## src/utcc_map.vh

```
// Register addresses, field positions, reset values and encodings of the transfer control block.
`ifndef UTCC_MAP_VH
`define UTCC_MAP_VH
// ==========================================================================
// Register indices and byte addresses (byte address = 4 * index)
`define UTCC_IDX_MODE 12'h248
`define UTCC_IDX_CTRL0 12'h24c
`define UTCC_IDX_CTRL1 12'h24d
`define UTCC_IDX_COMMON 12'h250
`define UTCC_IDX_PCLK 12'h251
`define UTCC_ADDR_MODE 12'h920
`define UTCC_ADDR_CTRL0 12'h930
`define UTCC_ADDR_CTRL1 12'h934
`define UTCC_ADDR_COMMON 12'h940
`define UTCC_ADDR_PCLK 12'h944
// ==========================================================================
// Reset values
`define UTCC_RST_MODE 8'h00
`define UTCC_RST_CTRL0 8'h08
`define UTCC_RST_CTRL1 8'h02
`define UTCC_RST_COMMON 8'h00
`define UTCC_RST_PCLK 8'h00
// ==========================================================================
// Control register 0 fields
`define UTCC_C0_CNT_LO 0
`define UTCC_C0_CNT_HI 1
`define UTCC_C0_FLOWSEL 2
`define UTCC_C0_TXEMPTY 3
`define UTCC_C0_FLOWDIS 4
`define UTCC_C0_DRIVE 5
`define UTCC_C0_CKPOL 6
`define UTCC_C0_ORDER 7
// Control register 1 fields
`define UTCC_C1_TXEN 0
`define UTCC_C1_TBEMPTY 1
`define UTCC_C1_RXEN 2
// Common control and peripheral clock fields
`define UTCC_CM_CLKMODE 0
`define UTCC_CM_SEPARATE 1
`define UTCC_PC_FAST 0
// ==========================================================================
// Count source and serial mode encodings
`define UTCC_CNT_BASE 2'h0
`define UTCC_CNT_DIV8 2'h1
`define UTCC_CNT_DIV32 2'h2
`define UTCC_MODE_OFF 3'h0
`define UTCC_MODE_SYNC 3'h1
`define UTCC_MODE_I2C 3'h2
`define UTCC_MODE_UART7 3'h4
`define UTCC_MODE_UART8 3'h5
`define UTCC_MODE_UART9 3'h6
`endif

```

## src/utcc_transfer_control.v

```verilog
// Transfer control registers 0 and 1, mode, common and clock register configuration logic of one serial channel with an APB slave.
//
// Decided for this implementation: the APB interface to the registers.
`timescale 1ns/1ps
`include "utcc_map.vh"
// Function
// - Source 00 picks undivided or halved clock
// - Channel 1 flow pin needs both common bits 0
// - Flow disable releases pin to GPIO
// - Channel 2 outputs always open-drain; code holds P-channel off only from the first clock after reset
// - Channel 2 drive bit unused, write 0
// - Open-drain only holds P-channel off
// - Bit order acts in sync or 8-bit UART
// - Count source encodings, 11 prohibited
// - Serial mode encodings, others not allowed
// - Flow select 0 CTS, 1 RTS
module utcc_transfer_control #(
	parameter CHANNEL = 0,
	parameter ADDR_W = 12
) (
	input wire sys_clk,
	input wire reset_n,
	input wire psel,
	input wire penable,
	input wire pwrite,
	input wire [ADDR_W-1:0] paddr,
	input wire [31:0] pwdata,
	output wire [31:0] prdata,
	output wire pready,
	output wire pslverr,
	input wire txRegEmpty,
	input wire txBufEmpty,
	output wire selUndivided,
	output wire selHalved,
	output wire selDivEight,
	output wire selDivThirtytwo,
	output wire modeSync,
	output wire modeI2c,
	output wire modeUart7,
	output wire modeUart8,
	output wire modeUart9,
	output wire flowCtsEnable,
	output wire flowRtsEnable,
	output wire flowPinGpio,
	output wire pchOffTransmit,
	output wire pchOffClock,
	output wire msbFirst,
	output wire clockPolarity,
	output wire transmitEnable,
	output wire receiveEnable
);
	localparam IS_CH2 = (CHANNEL == 2);
	localparam IS_CH1 = (CHANNEL == 1);
	// Only channel 1 shares its flow pin with the common control bits, so only it checks them.
	// ==========================================================================
	// Register storage
	reg [7:0] modeReg_ff;
	reg [7:0] ctrl0_ff;
	reg [7:0] ctrl1_ff;
	reg [7:0] commonReg_ff;
	reg [7:0] pclkReg_ff;
	reg pready_ff;
	reg pslverr_ff;
	reg [31:0] prdata_ff;
	reg [3:0] srcSel_ff;
	reg [4:0] modeSel_ff;
	reg [2:0] flow_ff;
	reg [1:0] pchOff_ff;
	reg msbFirst_ff;
	reg clockPolarity_ff;
	reg [1:0] enables_ff;
	// ==========================================================================
	// APB decode
	// Every transfer gets exactly one access cycle; the slave never adds wait states.
	wire setupPhase = psel & ~penable & ~pready_ff;
	wire doWrite = psel & penable & pready_ff & pwrite;
	wire hitMode = (paddr == `UTCC_ADDR_MODE);
	wire hitCtrl0 = (paddr == `UTCC_ADDR_CTRL0);
	wire hitCtrl1 = (paddr == `UTCC_ADDR_CTRL1);
	wire hitCommon = (paddr == `UTCC_ADDR_COMMON);
	wire hitPclk = (paddr == `UTCC_ADDR_PCLK);
	wire hitAny = hitMode | hitCtrl0 | hitCtrl1 | hitCommon | hitPclk;
	// ==========================================================================
	// Read view
	// Bits that the hardware owns are patched into the view, so a write cannot fake a status.
	reg [7:0] nxt_readByte;
	reg [7:0] ctrl0View;
	always @* begin
		ctrl0View = ctrl0_ff;
		ctrl0View[`UTCC_C0_TXEMPTY] = txRegEmpty;
		if (IS_CH2) begin
			ctrl0View[`UTCC_C0_DRIVE] = 1'b0;
		end
		nxt_readByte = 8'h00;
		if (hitMode) begin
			nxt_readByte = modeReg_ff;
		end else if (hitCtrl0) begin
			nxt_readByte = ctrl0View;
		end else if (hitCtrl1) begin
			nxt_readByte = ctrl1_ff;
			nxt_readByte[`UTCC_C1_TBEMPTY] = txBufEmpty;
		end else if (hitCommon) begin
			nxt_readByte = commonReg_ff;
		end else if (hitPclk) begin
			nxt_readByte = pclkReg_ff;
		end
	end
	// ==========================================================================
	// Bus answer
	// The answer is prepared at the setup edge so every bus output is a flop.
	always @(posedge sys_clk or negedge reset_n) begin
		if (!reset_n) begin
			pready_ff <= 1'b0;
			pslverr_ff <= 1'b0;
			prdata_ff <= 32'h00000000;
		end else begin
			pready_ff <= setupPhase;
			pslverr_ff <= setupPhase & ~hitAny;
			if (setupPhase) begin
				prdata_ff <= {24'h000000, nxt_readByte};
			end
		end
	end
	// ==========================================================================
	// Register writes
	// Unused and read-only control, common and clock bits are stored as constants; all eight mode register bits read back as written.
	always @(posedge sys_clk or negedge reset_n) begin
		if (!reset_n) begin
			modeReg_ff <= `UTCC_RST_MODE;
			ctrl0_ff <= `UTCC_RST_CTRL0;
			ctrl1_ff <= `UTCC_RST_CTRL1;
			commonReg_ff <= `UTCC_RST_COMMON;
			pclkReg_ff <= `UTCC_RST_PCLK;
		end else if (doWrite) begin
			if (hitMode) begin
				modeReg_ff <= pwdata[7:0];
			end
			if (hitCtrl0) begin
				ctrl0_ff <= {pwdata[7:6], pwdata[5] & ~IS_CH2, pwdata[4], 1'b1, pwdata[2:0]};
			end
			if (hitCtrl1) begin
				ctrl1_ff <= {5'h00, pwdata[2], 1'b1, pwdata[0]};
			end
			if (hitCommon) begin
				commonReg_ff <= {6'h00, pwdata[1:0]};
			end
			if (hitPclk) begin
				pclkReg_ff <= {7'h00, pwdata[0]};
			end
		end
	end
	// ==========================================================================
	// Configuration decode
	wire [1:0] cntSel = ctrl0_ff[`UTCC_C0_CNT_HI:`UTCC_C0_CNT_LO];
	wire [2:0] serMode = modeReg_ff[2:0];
	wire fastPick = pclkReg_ff[`UTCC_PC_FAST];
	// Sources are not gated by software ordering; a late clock select change simply reroutes.
	// Code 11 selects no source at all, so a prohibited write stalls the divider instead.
	wire [3:0] nxt_srcSel = {
		cntSel == `UTCC_CNT_DIV32,
		cntSel == `UTCC_CNT_DIV8,
		(cntSel == `UTCC_CNT_BASE) & ~fastPick,
		(cntSel == `UTCC_CNT_BASE) & fastPick
	};
	wire [4:0] nxt_modeSel = {serMode == `UTCC_MODE_UART9, serMode == `UTCC_MODE_UART8,
		serMode == `UTCC_MODE_UART7, serMode == `UTCC_MODE_I2C,
		serMode == `UTCC_MODE_SYNC};
	// Channel 1 loses its flow pin once the common block hands it to channel 0 or the clock.
	wire flowAllowed = ~IS_CH1 | (~commonReg_ff[`UTCC_CM_CLKMODE]
		& ~commonReg_ff[`UTCC_CM_SEPARATE]);
	wire flowOn = flowAllowed & ~ctrl0_ff[`UTCC_C0_FLOWDIS];
	wire [2:0] nxt_flow = {~flowOn, flowOn & ctrl0_ff[`UTCC_C0_FLOWSEL],
		flowOn & ~ctrl0_ff[`UTCC_C0_FLOWSEL]};
	// Only the P-channel half is disabled; the pin keeps its N-channel pull-down drive.
	wire pchOff = IS_CH2 | ctrl0_ff[`UTCC_C0_DRIVE];
	// Two-wire mode always shifts the top bit first, whatever software left in the order bit.
	wire orderUsed = (serMode == `UTCC_MODE_SYNC) | (serMode == `UTCC_MODE_UART8);
	wire nxt_msb = orderUsed ? ctrl0_ff[`UTCC_C0_ORDER] : (serMode == `UTCC_MODE_I2C);
	// ==========================================================================
	// Output flops
	// Decoded outputs lag the registers by one clock, the price of driving every output from a flop.
	always @(posedge sys_clk or negedge reset_n) begin
		if (!reset_n) begin
			srcSel_ff <= 4'h0;
			modeSel_ff <= 5'h00;
			flow_ff <= 3'h0;
			pchOff_ff <= 2'h0;
			msbFirst_ff <= 1'b0;
			clockPolarity_ff <= 1'b0;
			enables_ff <= 2'h0;
		end else begin
			srcSel_ff <= nxt_srcSel;
			modeSel_ff <= nxt_modeSel;
			flow_ff <= nxt_flow;
			pchOff_ff <= {pchOff, pchOff};
			msbFirst_ff <= nxt_msb;
			clockPolarity_ff <= ctrl0_ff[`UTCC_C0_CKPOL];
			enables_ff <= {ctrl1_ff[`UTCC_C1_RXEN], ctrl1_ff[`UTCC_C1_TXEN]};
		end
	end
	// ==========================================================================
	// Outputs
	assign prdata = prdata_ff;
	assign pready = pready_ff;
	assign pslverr = pslverr_ff;
	assign selUndivided = srcSel_ff[0];
	assign selHalved = srcSel_ff[1];
	assign selDivEight = srcSel_ff[2];
	assign selDivThirtytwo = srcSel_ff[3];
	assign modeSync = modeSel_ff[0];
	assign modeI2c = modeSel_ff[1];
	assign modeUart7 = modeSel_ff[2];
	assign modeUart8 = modeSel_ff[3];
	assign modeUart9 = modeSel_ff[4];
	assign flowCtsEnable = flow_ff[0];
	assign flowRtsEnable = flow_ff[1];
	assign flowPinGpio = flow_ff[2];
	assign pchOffTransmit = pchOff_ff[0];
	assign pchOffClock = pchOff_ff[1];
	assign msbFirst = msbFirst_ff;
	assign clockPolarity = clockPolarity_ff;
	assign transmitEnable = enables_ff[0];
	assign receiveEnable = enables_ff[1];
endmodule // utcc_transfer_control

```

## config.mk

```make
export PLATFORM = sky130hd
export DESIGN_NAME = utcc_transfer_control
export DESIGN_NICKNAME = d
export VERILOG_FILES = /design/src/utcc_transfer_control.v
export VERILOG_INCLUDE_DIRS = /design/src
export SDC_FILE = /design/constraint.sdc
export NUM_CORES = 1
export LEC_CHECK = 0
export ABC_CLOCK_PERIOD_IN_PS = 1750
export BUFFER_PORTS_ARGS = -buffer_cell sky130_fd_sc_hd__buf_2
export CORE_UTILIZATION = 43
export DETAILED_ROUTE_END_ITERATION = 12
export GPL_TIMING_DRIVEN = 0
export PLACE_DENSITY = 0.72
export SETUP_SLACK_MARGIN = 0.2
export SLEW_MARGIN = 5
export SYNTH_ARGS = -nofsm -noshare
export SYNTH_HDL_FRONTEND = slang
export SYNTH_SLANG_ARGS = --single-unit
```

## constraint.sdc

```tcl
create_clock -name sys_clk -period 1.75 [get_ports sys_clk]
set_input_delay 0.35 -clock sys_clk [delete_from_list [all_inputs] [get_ports sys_clk]]
set_output_delay 0.35 -clock sys_clk [all_outputs]
set_load 0.01 [all_outputs]
```

==> impl_metrics.py <==
metrics = {
    "run_status": {
        "status": "completed",
    },
    "detailed_routing": {
        "drt_drc_violations_left": 0,
        "routed_wirelength_um": 4180,
        "avgViaCountPerCell": 4.66,
        "antenna_violating_nets_post_route": 0,
        "dr.first_iter.drc_count": 94,
        "detailedRoute.firstPassIterationCount": 4,
        "avg_wl_per_cell_um": 12.3,
        "num_vias": 1589,
    },
    "sta": {
        "period_minus_slack_ns": 1.68,
        "clock-skew-final_ns": 0.0120,
        "rsz0062_at_grt": "yes",
        "fin_worst_hold_slack_ns": 0.210,
        "fmax_mhz": 596,
        "finalWorstSetupSlack_ns": 0.0709,
        "report.final.setup_viol": 0,
        "final-max-slew-violation-count": 0,
        "timing_worst_slew_pin_value_ns": 0.995,
        "hold_viol": 0,
        "slew-limit-headroom_pct": 33.6,
        "final.period_utilization_pct": 96.0,
    },
    "finish": {
        "num_antenna_cells": 0,
        "layout-area-overhead-vs-synth_pct": 30.6,
        "final_net_count": 324,
        "fin_util_pct": 59.1,
        "drive_gt1_share_pct": 45.6,
        "fillerInstances": 443,
    },
    "die": {
        "start_util_pct": 45.3,
        "floorplan.die_area_sq_um": 5290,
        "floorplan.core_area_sq_um": 4750,
        "rows": 25,
        "fp.dieH_um": 72.7,
        "dieWidth_um": 72.7,
        "num_io_pins": 103,
    },
    "logic_synthesis": {
        "synth_edf_count": 0,
        "synth.ff_latch_count": 47,
        "synth.yosys.seq_area_share_pct": 54.7,
        "yosys_warnings": 0,
        "synth_common_cells": "dfrtp_1 (47), buf_4 (25), mux2_2 (20)",
        "synthesis.instances": 183,
        "ys_dominant_reg_cell": "dfrtp_1",
        "post_synth_instance_area_sq_um": 2150,
        "synth_area_leader_cell": "dfrtp_1",
        "postSynthAreaPerCell_sq_um": 11.8,
        "async_flop_share_pct": 100,
        "most_numerous_cell_in_the_yosys_netlist": "dfrtp_1",
        "netlist_top_cells_area": "dfrtp_1 (55%), mux2_2 (10%), buf_4 (8.7%)",
        "synth_largest_type_area_fraction_pct": 54.7,
        "post_synth_num_cell_types": 38,
    },
    "clocking": {
        "cts_inserted_buffers": 5,
        "clock_tree.root_cell": "clkbuf_8",
        "cts.sink_count": 47,
        "clock_insertion_delay_worst_skew_ns": 0.29,
        "cts_max_path_buffers": 2,
        "cts_tree": "done",
        "cts_max_level": 2,
        "cts.clk_slew.worst_paths_ns": 0.09,
        "postCtsHoldBufs": 0,
    },
    "global_routing": {
        "global_route_wire_length_before_repair_um": 6840,
        "antenna_violations_before_repair": 0,
        "grt_use_total_pct": 17.2,
        "grt_max_degree": 48,
        "vias_in_the_first_global_route": 1439,
        "grt_overflow_total": 0,
    },
    "power_and_ir_drop": {
        "irDropWorstVdd_mv": 0.305,
        "power.static_leakage_nw": 1.51,
        "post-layout-total-power_mw": 1.97,
        "power_per_cell_area_nw_per_um2": 700,
    },
    "critical_path": {
        "arrival_time_of_data_at_the_critical_path_endpoint_ns": 1.86,
        "r2r_slack_ns": 0.20,
        "worstPathMaxFanout": 3,
        "critical_path_class": "in -> reg",
        "worst_flop_to_flop_path_startpoint": "pready",
        "endpoint_kind": "register",
        "reg2reg_depth": 5,
        "crit_required_ns": 1.93,
        "critPathLaunchType": "input pin",
        "reg2reg_to": "modeReg_ff[2]",
    },
    "placement": {
        "place.port_buffers": 54,
        "gp_congestion": 0.820,
        "dp_slack_ns": -0.328,
        "dp.final_hpwl_um": 3040,
    },
    "job": {
        "max_cap_viol_count": 0,
    },
    "worst_hold_path": {
        "hold_class": "in -> async",
    },
}
metal layers:
layer	GRT usage [%]	part of all wire (%)	wire length [um]
met1	24.0	47	1950
met3	2.90	5.1	213
met4	5.88	1.2	52
met2	27.3	47	1960
met5	0	0	0
critical path, stage by stage:
cell and delay, ns:
buf_6 0.09, or4b_4 0.55, buf_4 0.17, nor2_4 0.11, and4b_1 0.24, mux2_2 0.34
power by group:
| group | internal [mW] | leakage [nW] | switching [mW] | total (mW) |
|---|---|---|---|---|
| clock network | 0.324 | 0.0484 | 0.339 | 0.663 |
| registers | 1.09 | 0.625 | 0.00749 | 1.10 |
| logic | 0.0905 | 0.836 | 0.113 | 0.204 |
| total | 1.51 | 1.51 | 0.460 | 1.97 |
logic make-up after synthesis:
family,Yosys count,share of synthesized area (%)
compound gates,14,4.30
flops,47,54.7
mux,20,10.5
simple gates,68,19.9
other cells,1,0.174
buf+inv,33,10.5
state kept, by name, summed over array words and instances (netlist names):
| name | count |
|---|---|
| srcSel_ff | 4 |
| pchOff_ff | 1 |
| pclkReg_ff | 1 |
| msbFirst | 1 |
| ctrl0_ff | 7 |
| ctrl1_ff | 2 |
| prdata | 8 |
| pready | 1 |
| clockPolarity | 1 |
| pslverr | 1 |
| commonReg_ff | 2 |
| flow_ff | 3 |
| modeSel_ff | 5 |
| enables_ff | 2 |
| modeReg_ff | 8 |
layout by cell type (no fill, tap or decap), drive strengths merged, types with 2 or more instances in the layout:
| cell | count |
|---|---|
| and3 | 3 |
| clkbuf | 9 |
| nor2b | 4 |
| dfrtp | 47 |
| a21oi | 3 |
| or3b | 2 |
| nand4 | 3 |
| nand2b | 3 |
| nor3b | 6 |
| and4 | 5 |
| nand2 | 14 |
| buf | 88 |
| nor2 | 7 |
| nor4b | 3 |
| nand3 | 11 |
| o21ai | 3 |
| inv | 2 |
| clkinv | 2 |
| o22ai | 2 |
| conb | 24 |
| nor3 | 2 |
| mux2 | 20 |
per-stage QoR:
stage	instance area [sq um]	cells	TNS [ns]
finish	2810	341	0
global route	2810	341	0
CTS	2760	337	0
detailed placement	2600	327	-4.16
global placement	2600	327	-3.70
floorplan	2250	206	-0.630
final cells by class:
type                    instances  area [sq um]  area share, %
plain buffers                  30           216           7.70
clock buffers                   7          86.3           3.07
clock inverters                 1          8.76          0.312
inverters                       3          11.3          0.401
multi-input cells             126           901           32.0
flip-flops and latches         47          1180           41.8
well taps                      67          83.8           2.98
repair buffers                 60           328           11.7
what timing repair did:
action | 4_1_cts | 5_1_grt
setup endpoints to repair | 18 | 27
gates resized for setup | 11 | 6
endpoints found under the hold margin | 0 | 0
pin swaps | 2 | 6
buffers inserted | 2 | 4
how the worst max path moves through the flow:
stage / from / to / slack (ns)
2_1_floorplan: paddr[0] / modeReg_ff[0] / -0.07
3_3_place_gp: paddr[0] / modeReg_ff[7] / -0.29
3_5_place_dp: paddr[0] / modeReg_ff[7] / -0.33
4_1_cts: paddr[10] / modeReg_ff[2] / 0.003
5_1_grt: paddr[9] / modeReg_ff[2] / 0.03
6_report: paddr[3] / commonReg_ff[0] / 0.07
(Power assumes the default switching activity.)
